===== src/common/brb_map.svh =====
`ifndef BRB_MAP_SVH
`define BRB_MAP_SVH
// Register pointer values
`define BRB_OFS_ID 8'h00
`define BRB_OFS_SPARE 8'h01
`define BRB_OFS_CEIL 8'h02
`define BRB_OFS_RSVA 8'h03
`define BRB_OFS_STATUS 8'h04
`define BRB_OFS_CONFIG 8'h05
`define BRB_OFS_SLEW 8'h06
`define BRB_OFS_TARGET 8'h07
`define BRB_OFS_RSVB 8'h2B
// Status field positions
`define BRB_ST_TRIM 7
`define BRB_ST_THERM 5
`define BRB_ST_LOW 4
`define BRB_ST_HIGH 3
`define BRB_ST_OVERCUR 2
`define BRB_ST_CEIL 1
// Configuration field positions
`define BRB_CFG_STEP 7
`define BRB_CFG_FORCE 3
`define BRB_CFG_SPREAD 2
`define BRB_CFG_ROLE_HI 1
`define BRB_CFG_ROLE_LO 0
// Field high bit positions and reset values
`define BRB_SLEW_HI 3
`define BRB_CODE_HI 6
`define BRB_STATUS_RST 8'h00
`define BRB_ROLE_INPUT 2'h0
`endif


===== src/common/brb_pkg.sv =====
package brb_pkg;

typedef enum logic [0:0] {
	BRB_LOAD_OTP,
	BRB_RUN
} brb_phase_e;

typedef struct packed {
	logic trim;
	logic therm;
	logic outLow;
	logic outHigh;
	logic overCur;
} brb_fault_s;

typedef struct packed {
	logic [6:0] setpoint;
	logic stepSize;
	logic forcedMode;
	logic spread;
	logic [1:0] pinRole;
	logic [3:0] rampRate;
} brb_ctrl_s;

typedef struct packed {
	brb_phase_e phase;
	brb_fault_s faultSync1;
	brb_fault_s faultSync2;
	logic pinSync1;
	logic pinSync2;
	logic pinPrev;
	logic [6:0] ceiling;
	logic cfgStep;
	logic cfgForce;
	logic cfgSpread;
	logic [1:0] cfgRole;
	logic [3:0] slew;
	logic [6:0] target;
	logic thermLat;
	logic overCurLat;
	logic ceilViol;
	logic [7:0] rdData;
	logic cycleStart;
	logic syncOut;
	logic syncOe;
	brb_ctrl_s ctrl;
} brb_state_s;

endpackage


===== src/verilog/brb_regs.sv =====
`timescale 1ns/1ns
`default_nettype none
`include "brb_map.svh"

module brb_regs
	import brb_pkg::*;
#(
	parameter logic [3:0] PART_CODE = 4'h5, // Arbitrary value
	parameter logic [3:0] REV_CODE = 4'hA // Arbitrary value
) (
	input wire logic ref_clk,
	input wire logic rst_n,
	input wire logic clkEn,
	input wire logic regWrStb,
	input wire logic regRdStb,
	input wire logic [7:0] regPtr,
	input wire logic [7:0] regWrData,
	output logic [7:0] regRdData,
	input wire logic [6:0] otpCeiling,
	input wire logic [7:0] otpConfig,
	input wire logic [3:0] otpSlew,
	input wire logic [6:0] otpTarget,
	input wire brb_fault_s faultPins,
	input wire logic syncPinIn,
	input wire logic internalSwClk,
	output logic syncPinOut,
	output logic syncPinOe,
	output logic cycleStart,
	output brb_ctrl_s regCtrl
);

brb_state_s st_reg;
brb_state_s st_next;
logic [7:0] statusVal;
logic [7:0] readVal;
logic statusRd;

////////////////////////////////////////////////////////////////////////
// Read view

always_comb begin
	statusVal = `BRB_STATUS_RST;
	statusVal[`BRB_ST_TRIM] = st_reg.faultSync2.trim;
	statusVal[`BRB_ST_THERM] = st_reg.thermLat;
	statusVal[`BRB_ST_LOW] = st_reg.faultSync2.outLow;
	statusVal[`BRB_ST_HIGH] = st_reg.faultSync2.outHigh;
	statusVal[`BRB_ST_OVERCUR] = st_reg.overCurLat;
	statusVal[`BRB_ST_CEIL] = st_reg.ceilViol;
end

always_comb begin
	readVal = 8'h00;
	if (regPtr == `BRB_OFS_ID) begin
		readVal = {PART_CODE, REV_CODE};
	end else if (regPtr == `BRB_OFS_CEIL) begin
		readVal = {1'b0, st_reg.ceiling};
	end else if (regPtr == `BRB_OFS_STATUS) begin
		readVal = statusVal;
	end else if (regPtr == `BRB_OFS_CONFIG) begin
		readVal = {st_reg.cfgStep, 3'h0, st_reg.cfgForce,
			st_reg.cfgSpread, st_reg.cfgRole};
	end else if (regPtr == `BRB_OFS_SLEW) begin
		readVal = {4'h0, st_reg.slew};
	end else if (regPtr == `BRB_OFS_TARGET) begin
		readVal = {1'b0, st_reg.target};
	end
end

assign statusRd = regRdStb && (regPtr == `BRB_OFS_STATUS);

////////////////////////////////////////////////////////////////////////
// Next state

always_comb begin
	st_next = st_reg;
	if (clkEn) begin
		st_next.faultSync1 = faultPins;
		st_next.faultSync2 = st_reg.faultSync1;
		st_next.pinSync1 = syncPinIn;
		st_next.pinSync2 = st_reg.pinSync1;
		st_next.pinPrev = st_reg.pinSync2;
		case (st_reg.phase)
			BRB_LOAD_OTP: begin
				st_next.ceiling = otpCeiling;
				st_next.cfgStep = otpConfig[`BRB_CFG_STEP];
				st_next.cfgForce = otpConfig[`BRB_CFG_FORCE];
				st_next.cfgSpread = otpConfig[`BRB_CFG_SPREAD];
				st_next.cfgRole = otpConfig[`BRB_CFG_ROLE_HI:`BRB_CFG_ROLE_LO];
				st_next.slew = otpSlew;
				st_next.target = otpTarget;
				st_next.phase = BRB_RUN;
			end
			BRB_RUN: begin
				if (regWrStb) begin
					if (regPtr == `BRB_OFS_CEIL) begin
						st_next.ceiling = regWrData[`BRB_CODE_HI:0];
					end else if (regPtr == `BRB_OFS_CONFIG) begin
						st_next.cfgStep = regWrData[`BRB_CFG_STEP];
						st_next.cfgForce = regWrData[`BRB_CFG_FORCE];
						st_next.cfgSpread = regWrData[`BRB_CFG_SPREAD];
						st_next.cfgRole =
							regWrData[`BRB_CFG_ROLE_HI:`BRB_CFG_ROLE_LO];
					end else if (regPtr == `BRB_OFS_SLEW) begin
						st_next.slew = regWrData[`BRB_SLEW_HI:0];
					end else if (regPtr == `BRB_OFS_TARGET) begin
						st_next.target = regWrData[`BRB_CODE_HI:0];
					end
				end
				if (regRdStb) begin
					st_next.rdData = readVal;
				end
			end
			default: begin
				st_next.phase = BRB_LOAD_OTP;
			end
		endcase
		// Clear on status read, a new event wins
		st_next.thermLat = (st_reg.thermLat & ~statusRd)
			| st_reg.faultSync2.therm;
		st_next.overCurLat = (st_reg.overCurLat & ~statusRd)
			| st_reg.faultSync2.overCur;
		st_next.ceilViol = st_next.target > st_next.ceiling;
		st_next.ctrl.setpoint = st_next.ceilViol
			? st_next.ceiling : st_next.target;
		st_next.ctrl.stepSize = st_next.cfgStep;
		st_next.ctrl.spread = st_next.cfgSpread;
		st_next.ctrl.pinRole = st_next.cfgRole;
		st_next.ctrl.rampRate = st_next.slew;
		if (st_next.cfgRole != `BRB_ROLE_INPUT) begin
			st_next.ctrl.forcedMode = 1'b1;
		end else if (st_next.cfgForce) begin
			st_next.ctrl.forcedMode = 1'b1;
		end else begin
			st_next.ctrl.forcedMode = st_reg.pinSync2;
		end
		st_next.syncOe = st_next.cfgRole != `BRB_ROLE_INPUT;
		st_next.syncOut = st_next.syncOe & internalSwClk;
		st_next.cycleStart = (st_reg.cfgRole == `BRB_ROLE_INPUT)
			& st_reg.pinSync2 & ~st_reg.pinPrev;
	end
end

always_ff @(posedge ref_clk or negedge rst_n) begin
	if (!rst_n) begin
		st_reg <= '0;
	end else begin
		st_reg <= st_next;
	end
end

assign regRdData = st_reg.rdData;
assign regCtrl = st_reg.ctrl;
assign syncPinOut = st_reg.syncOut;
assign syncPinOe = st_reg.syncOe;
assign cycleStart = st_reg.cycleStart;

////////////////////////////////////////////////////////////////////////
// Checks

chk_setpoint_cap: assert property (
	@(posedge ref_clk) disable iff (!rst_n)
	regCtrl.setpoint <= st_reg.ceiling)
	else $error("setpoint above ceiling");

chk_ceil_flag: assert property (
	@(posedge ref_clk) disable iff (!rst_n)
	st_reg.phase == BRB_RUN |->
	st_reg.ceilViol == (st_reg.target > st_reg.ceiling))
	else $error("ceiling violation flag wrong");

chk_id_read: assert property (
	@(posedge ref_clk) disable iff (!rst_n)
	clkEn && st_reg.phase == BRB_RUN && regRdStb
	&& regPtr == `BRB_OFS_ID |=> regRdData == {PART_CODE, REV_CODE})
	else $error("id readback wrong");

chk_reserved_zero: assert property (
	@(posedge ref_clk) disable iff (!rst_n)
	clkEn && st_reg.phase == BRB_RUN && regRdStb
	&& (regPtr == `BRB_OFS_RSVA || regPtr == `BRB_OFS_RSVB
	|| regPtr == `BRB_OFS_SPARE) |=> regRdData == 8'h00)
	else $error("reserved register not zero");

chk_status_bits: assert property (
	@(posedge ref_clk) disable iff (!rst_n)
	clkEn && st_reg.phase == BRB_RUN && statusRd
	|=> regRdData[0] == 1'b0 && regRdData[6] == 1'b0
	&& regRdData[`BRB_ST_THERM] == $past(st_reg.thermLat))
	else $error("status readback wrong");

chk_therm_clear: assert property (
	@(posedge ref_clk) disable iff (!rst_n)
	clkEn && statusRd && !st_reg.faultSync2.therm |=> !st_reg.thermLat)
	else $error("thermal flag not cleared by read");

chk_latch_hold: assert property (
	@(posedge ref_clk) disable iff (!rst_n)
	st_reg.overCurLat && !(clkEn && statusRd) |=> st_reg.overCurLat)
	else $error("overcurrent flag lost without read");

chk_target_write: assert property (
	@(posedge ref_clk) disable iff (!rst_n)
	clkEn && st_reg.phase == BRB_RUN && regWrStb
	&& regPtr == `BRB_OFS_TARGET |=> st_reg.target == $past(regWrData[6:0]))
	else $error("target write not loaded");

chk_role_forced: assert property (
	@(posedge ref_clk) disable iff (!rst_n)
	st_reg.phase == BRB_RUN && st_reg.cfgRole != `BRB_ROLE_INPUT
	|-> regCtrl.forcedMode && syncPinOe)
	else $error("output pin role without forced mode");

chk_force_bit: assert property (
	@(posedge ref_clk) disable iff (!rst_n)
	st_reg.phase == BRB_RUN && st_reg.cfgForce |-> regCtrl.forcedMode)
	else $error("force bit not honoured");

chk_edge_start: assert property (
	@(posedge ref_clk) disable iff (!rst_n)
	cycleStart |-> $past(st_reg.cfgRole) == `BRB_ROLE_INPUT
	&& $past(st_reg.pinSync2) && !$past(st_reg.pinPrev))
	else $error("cycle start without rising edge");

endmodule // brb_regs
`default_nettype wire

===== config.mk =====
export PLATFORM = sky130hd
export DESIGN_NAME = brb_regs
export DESIGN_NICKNAME = d
export VERILOG_FILES = /design/src/common/brb_pkg.sv /design/src/verilog/brb_regs.sv
export VERILOG_INCLUDE_DIRS = /design/src /design/src/common
export SDC_FILE = /design/constraint.sdc
export NUM_CORES = 1
export LEC_CHECK = 0
export ABC_AREA = 1
export ABC_CLOCK_PERIOD_IN_PS = 2400
export BUFFER_PORTS_ARGS = -buffer_cell sky130_fd_sc_hd__buf_2
export CAP_MARGIN = 20
export CORE_MARGIN = 5
export CORE_UTILIZATION = 42
export DETAILED_ROUTE_END_ITERATION = 8
export GPL_ROUTABILITY_DRIVEN = 0
export PLACE_DENSITY = 0.67
export SYNTH_ARGS = -nofsm -noshare
export SYNTH_HDL_FRONTEND = slang
export SYNTH_SLANG_ARGS = --single-unit

===== constraint.sdc =====
create_clock -name ref_clk -period 2.4 [get_ports ref_clk]
set_input_delay 0.12 -clock ref_clk [delete_from_list [all_inputs] [get_ports ref_clk]]
set_output_delay 0.12 -clock ref_clk [all_outputs]
set_load 0.05 [all_outputs]

Yosys cells after proc, flatten, opt, wreduce, memory -nomap -nowiden
Cells that the tools add are included.
Storage, ports and cells
  bits of input ports: 54
  register bits after elaboration: 59
  logic and storage cells: 77
Cells by class
  $lt $le $gt $ge: 1
  reductions and logical operators: 7
  bitwise operators: 10
  mux-type cells: 19
  equality and inequality tests: 10
Operators with widths (number)
  $mux W23: 2
  $pmux W23 S2: 1
  $mux W7: 6
  $eq A8 B3 Y1 const B: 4
  $mux W8: 4
  $mux W16: 1
  $mux W11: 1
  $ne A3 B3 Y1 const B: 3
  $eq A8 B2 Y1 const B: 1
  $logic_not A8 Y1: 1
  $gt A7 B7 Y1: 1
  $ne A3 B2 Y1 const B: 2
  $and A1 B1 Y1: 5
  $mux W5: 1
  $reduce_and A5 Y1: 1
  $mux W4: 1
  $reduce_and A4 Y1: 1
  $not A1 Y1: 3
  $reduce_and A3 Y1: 1
  $logic_not A2 Y1: 1
  $mux W1: 2
  $or A1 B1 Y1: 2
  $reduce_bool A2 Y1: 1
  $logic_and A1 B1 Y1: 1

Longest topological paths before layout
  depth in word-level cells: 10
  mapped depth: 19
  mapped depth without buffers: 18

Least setup slack after synthesis
Ideal clock, no wire load.
  kind: in2reg
  start: input regPtr[6]
  end: register st_reg, in the netlist regCtrl[9]
  path slack: 0.098 ns
  stages on the path: 17
  data required time: 2.331 ns
  arrival time: 2.233 ns
  cells stage by stage: inv_1 > nand2_1 > nor2_4 > buf_4 > nand2_2 > nor2_4 > buf_6 > o211ai_2 > and2_1 > ha_1 > nand2_1 > nor2_1 > nand2_1 > o211ai_1 > a21oi_1 > nand3_1 > nand3_1
Between the ends
  word-level cells in the longest chain between the ends: 10
  elaborated cells on any way between the ends: 14
  those cells by class: order compare: 1; eq/ne: 4; mux: 9
RTL lines
  from (decl): line brb_regs.sv:16  | input wire logic [7:0] regPtr,
  $eq A8 B3 Y1 (no source line)
  $mux W7: line brb_regs.sv:105  | end else if (regPtr == `BRB_OFS_TARGET) begin
  $mux W7: line brb_regs.sv:103  | end else if (regPtr == `BRB_OFS_SLEW) begin
  $mux W11: line brb_regs.sv:97  | end else if (regPtr == `BRB_OFS_CONFIG) begin
  $mux W16: line brb_regs.sv:95  | if (regPtr == `BRB_OFS_CEIL) begin
  $mux W23 (*): line brb_regs.sv:94  | if (regWrStb) begin
  $pmux W23 S2 (*): line brb_regs.sv:82  | case (st_reg.phase)
  $mux W23 (*): line brb_regs.sv:76  | if (clkEn) begin
  $gt A7 B7 Y1: line brb_regs.sv:122  | st_next.ceilViol = st_next.target > st_next.ceiling;
  $mux W7 (*): line brb_regs.sv:124  | ? st_next.ceiling : st_next.target;
  to (signal assigned): line brb_regs.sv:147  | st_reg <= st_next;
  to (decl): line brb_regs.sv:32  | brb_state_s st_reg;
Every way passes the cells marked *; elsewhere a longest branch is shown, timed or not. The select of a mux whose other input is x is not followed.
A chain may end at the register's enable or synchronous reset.

Worst setup path in the final report
  start: register st_reg[66] (netlist bit)
  end: register st_reg, in the netlist regCtrl[12]
Between the ends
  word-level cells in the longest chain between the ends: 5
RTL lines (line)
  $not A1 Y1
  $pmux W23 S2 (*): brb_regs.sv:82
  $mux W23 (*): brb_regs.sv:76
  $gt A7 B7 Y1: brb_regs.sv:122
  $mux W7 (*): brb_regs.sv:124
Marked as above.

==> run_results.csv <==
group,metric,value,unit
finish,register_area,1478,um^2
grt,grt_overflow_total,0,
routing,vias,3454,
finish,design_area,4533,um^2
pwr,p_clk_share,32.1,%
routing,wl_per_cell,15.03,um
finish,largest_reg_flops,36,
clock_tree,htreeDepth,3,
clock_tree,cts_tree,"done",
pwr,intPower,2089,uW
pwr,leakage,0.002346,uW
synth,synthArstFlopShare,100.0,%
grt,grt_max_degree,47,
synth,synth_seq_area_share,41.22,%
timing,finalMaxSlewViolations,0,
pwr,power_frac_comb,31.3,%
synth,synth_flop_cell,"dfrtp_1",
synth,synth_cells,470,
timing,relSlewSlack,57.49,%
setup_path,setup.worst_path.start_class,"register",
finish,multi_input_area,1670,um^2
min_path,min_to,"regCtrl[8]",
synth,synth-edff-count,0,
synth,yosys_warnings,0,
synth,synth.largest_area_cell,"dfrtp_1",
pwr,p_seq_share,36.6,%
finish,drive_gt1_share,31.53,%
clock_tree,clk_pin_slew,0.08,ns
pwr,sw_frac_of_total,36.81,%
timing,finalHoldViolCount,0,
setup_path,r2r-start,"st_reg[66]",
finish,antenna_cells,0,
finish,area_growth,26.55,%
placement,pre_cts_slack,-0.05796,ns
synth,synth_area,3582,um^2
routing,dr.first_iter.drc_count,235,
placement,io_buffers,77,
timing,worstMarginPinSlew,0.6377,ns
routing,met3_length,695,um
timing,setup_viol,0,
routing,top_layer,"met4",
pwr,p_per_area,729.2,nW/um^2
die,die_area,10480,um^2
clock_tree,clk_path_buf_depth,2,
setup_path,reg2reg_to,"regCtrl[12]",
timing,period_minus_slack,2.288,ns
clock_tree,clkLatencyLatePin,0.35,ns
synth,synth_area_leaders,"dfrtp_1 41%, nand2_1 14%, buf_4 5.4%, inv_1 5.2%, o21ai_0 4.6%",
synth,synth-simple-area-share,28.54,%
pwr,fin_total_pwr,3306,uW
timing,fin_worst_skew,0.01329,ns
min_path,hp-class,"input pin to register",
synth,synth_top_family_by_area,"simple AND/OR/NAND/NOR gates",
synth,synth-seq-cells,59,
die,core.rowCount,33,
placement,hpwl,7.589,mm
setup_path,critPathRequiredTime,2.68,ns
synth,synth.distinct_cells,39,
routing,drt_wl_total,10.21,mm
job,drv_cap,0,
setup_path,critPathKind,"register to register",
die,die_x,102.4,um
grt,antenna_found_initial,0,
routing,avgViaCountPerCell,5.087,
grt,grt_pass1_wl,16.25,mm
routing,drt_pass1_iterations,5,
placement,place_inst,649,
min_path,worstHoldStart,"otpConfig[7]",
timing,timing.setup.tns,0,ns
timing,fmax,437.1,MHz
placement,placed_cell_area,4135,um^2
synth,synth_compound_area_share,14.39,%
setup_path,critPathMaxFanout,6,
clock_tree,clock_tree.root_cell,"clkbuf_8",
status,status,"completed",
routing,ant_nets,0,
synth,post-synth-top-area-fraction,41.22,%
setup_path,reg2reg_depth,13,
finish,fill_cells,786,
die,coreArea,8258,um^2
routing,wl_met1,4.395,mm
finish,fin_cells,679,
clock_tree,clock_sinks,59,
routing,wl_met2,4.923,mm
die,start_util,43.38,%
min_path,hold_depth,3,
grt,track_usage,19.96,%
die,die_h,102.4,um
pwr,ir_drop,0.3584,mV
synth,synth_adder_area_share,2.445,%
clock_tree,numCtsBuffers,9,
routing,route.detailed.drc,0,
synth,synth_mux_area_share,0.3144,%
grt,grt_pass1_vias,3326,
synth,synth_fp_nets,531,
synth,synth_xor_area_share,0,%
setup_path,reg2reg_slack,0.11,ns
timing,fin_crit_sh,95.33,%
setup_path,end_kind,"register",
die,pin_count,81,
setup_path,worstPathArrival,2.57,ns
timing,worst_slack,0.1121,ns
finish,nets,630,
pwr,p_switching,1217,uW
synth,avgSynthCellArea,7.622,um^2
metrics by stage:
| step | util, % | hold slack (ns) |
|---|---|---|
| after detailed placement | 50.08 | 0.1859 |
| after global routing | 54.89 | 0.05702 |
| after global placement | 50.08 | 0.1730 |
| after floorplan | - | -0.1756 |
| after CTS | 53.77 | 0.02953 |
| final | 54.89 | 0.03466 |
layout make-up:
| class | instances | area share [%] |
|---|---|---|
| timing repair buffer | 129 | 18.38 |
| inverter | 52 | 4.306 |
| multi-input combinational | 318 | 36.85 |
| tap | 105 | 2.898 |
| clock buffer | 9 | 2.733 |
| sequential | 59 | 32.60 |
| clock inverter | 7 | 2.236 |
worst max-delay path by stage:
stage / startpoint / endpoint / slack [ns] / cells past startpoint
finish: st_reg[66] / regCtrl[12] / 0.11 / 13
global route: st_reg[66] / regCtrl[10] / -0.03 / 12
CTS: st_reg[66] / regCtrl[13] / 0.04 / 12
detailed placement: regPtr[0] / regCtrl[14] / -0.06 / 20
global placement: regPtr[0] / regCtrl[13] / 0.001 / 20
floorplan: regPtr[6] / regCtrl[9] / 0.1 / 17
cells in the mapped netlist, types with 5 or more instances:
library cell  count
a21oi_1          18
a21oi_2           8
and2_1            6
buf_2             6
buf_4            26
clkbuf_1          6
dfrtp_1          59
ha_1              7
inv_1            50
nand2_1         132
nand2_2           5
nand3_1          32
nand4_1           9
nor2_1           18
o21ai_0          33
o21ai_1          10
or2_2             6
placed cells by master (no fill, tap or decap), types with 10 or more instances in the layout:
cell     Yosys  final
inv_1       50     49
a21oi_1     18     17
dfrtp_1     59     58
buf_2        6     78
o21ai_0     33     33
buf_4       26     37
o21ai_1     10     10
nor2_1      18     17
nand2_1    132    131
nand3_1     32     32
repair_timing:
item | in CTS | in global routing
setup buffers | 0 | 5
hold endpoints to repair | 31 | 0
hold buffers | 8 | 0
gates resized for setup | 0 | 15
endpoints found under the setup margin | 0 | 8
per-layer routing:
metal	global-route usage [%]	up-vias
met3	4.369	20
met2	32.98	120
met4	6.256	0
met1	26.18	1608
met5	0	-
li1	-	1706
critical path: stages, from the launching register on:
cell and delay [ns]:
dfrtp_2 0.45, buf_6 0.15, or2_4 0.25, and2_1 0.16, ha_1 0.31, nand2_2 0.07
nor2_2 0.13, nand2_1 0.07, o211ai_1 0.16, nand2_1 0.10, nor2_1 0.11, buf_4 0.15
nand2_1 0.06, nand3_1 0.07
power by group through the flow:
| stage | Combinational, uW | Clock [uW] | Sequential [uW] |
|---|---|---|---|
| floorplan | 701 | 0 | 1240 |
| global placement | 964 | 0 | 1220 |
| detailed placement | 982 | 0 | 1220 |
| CTS | 997 | 1070 | 1210 |
| global route | 1130 | 1110 | 1220 |
| finish | 1030 | 1060 | 1210 |
cells by family (layout without fill, tap and decap cells):
logic type / after synthesis / in the layout
adder cells (fa/ha/maj): 7 / 7
AND/OR/NAND/NOR: 224 / 224
AO/OA/AOI/OAI: 86 / 86
buffers and inverters: 93 / 197
multiplexers: 1 / 1
flip-flops: 59 / 59
No activity file was read; power rests on OpenSTA's default activity.
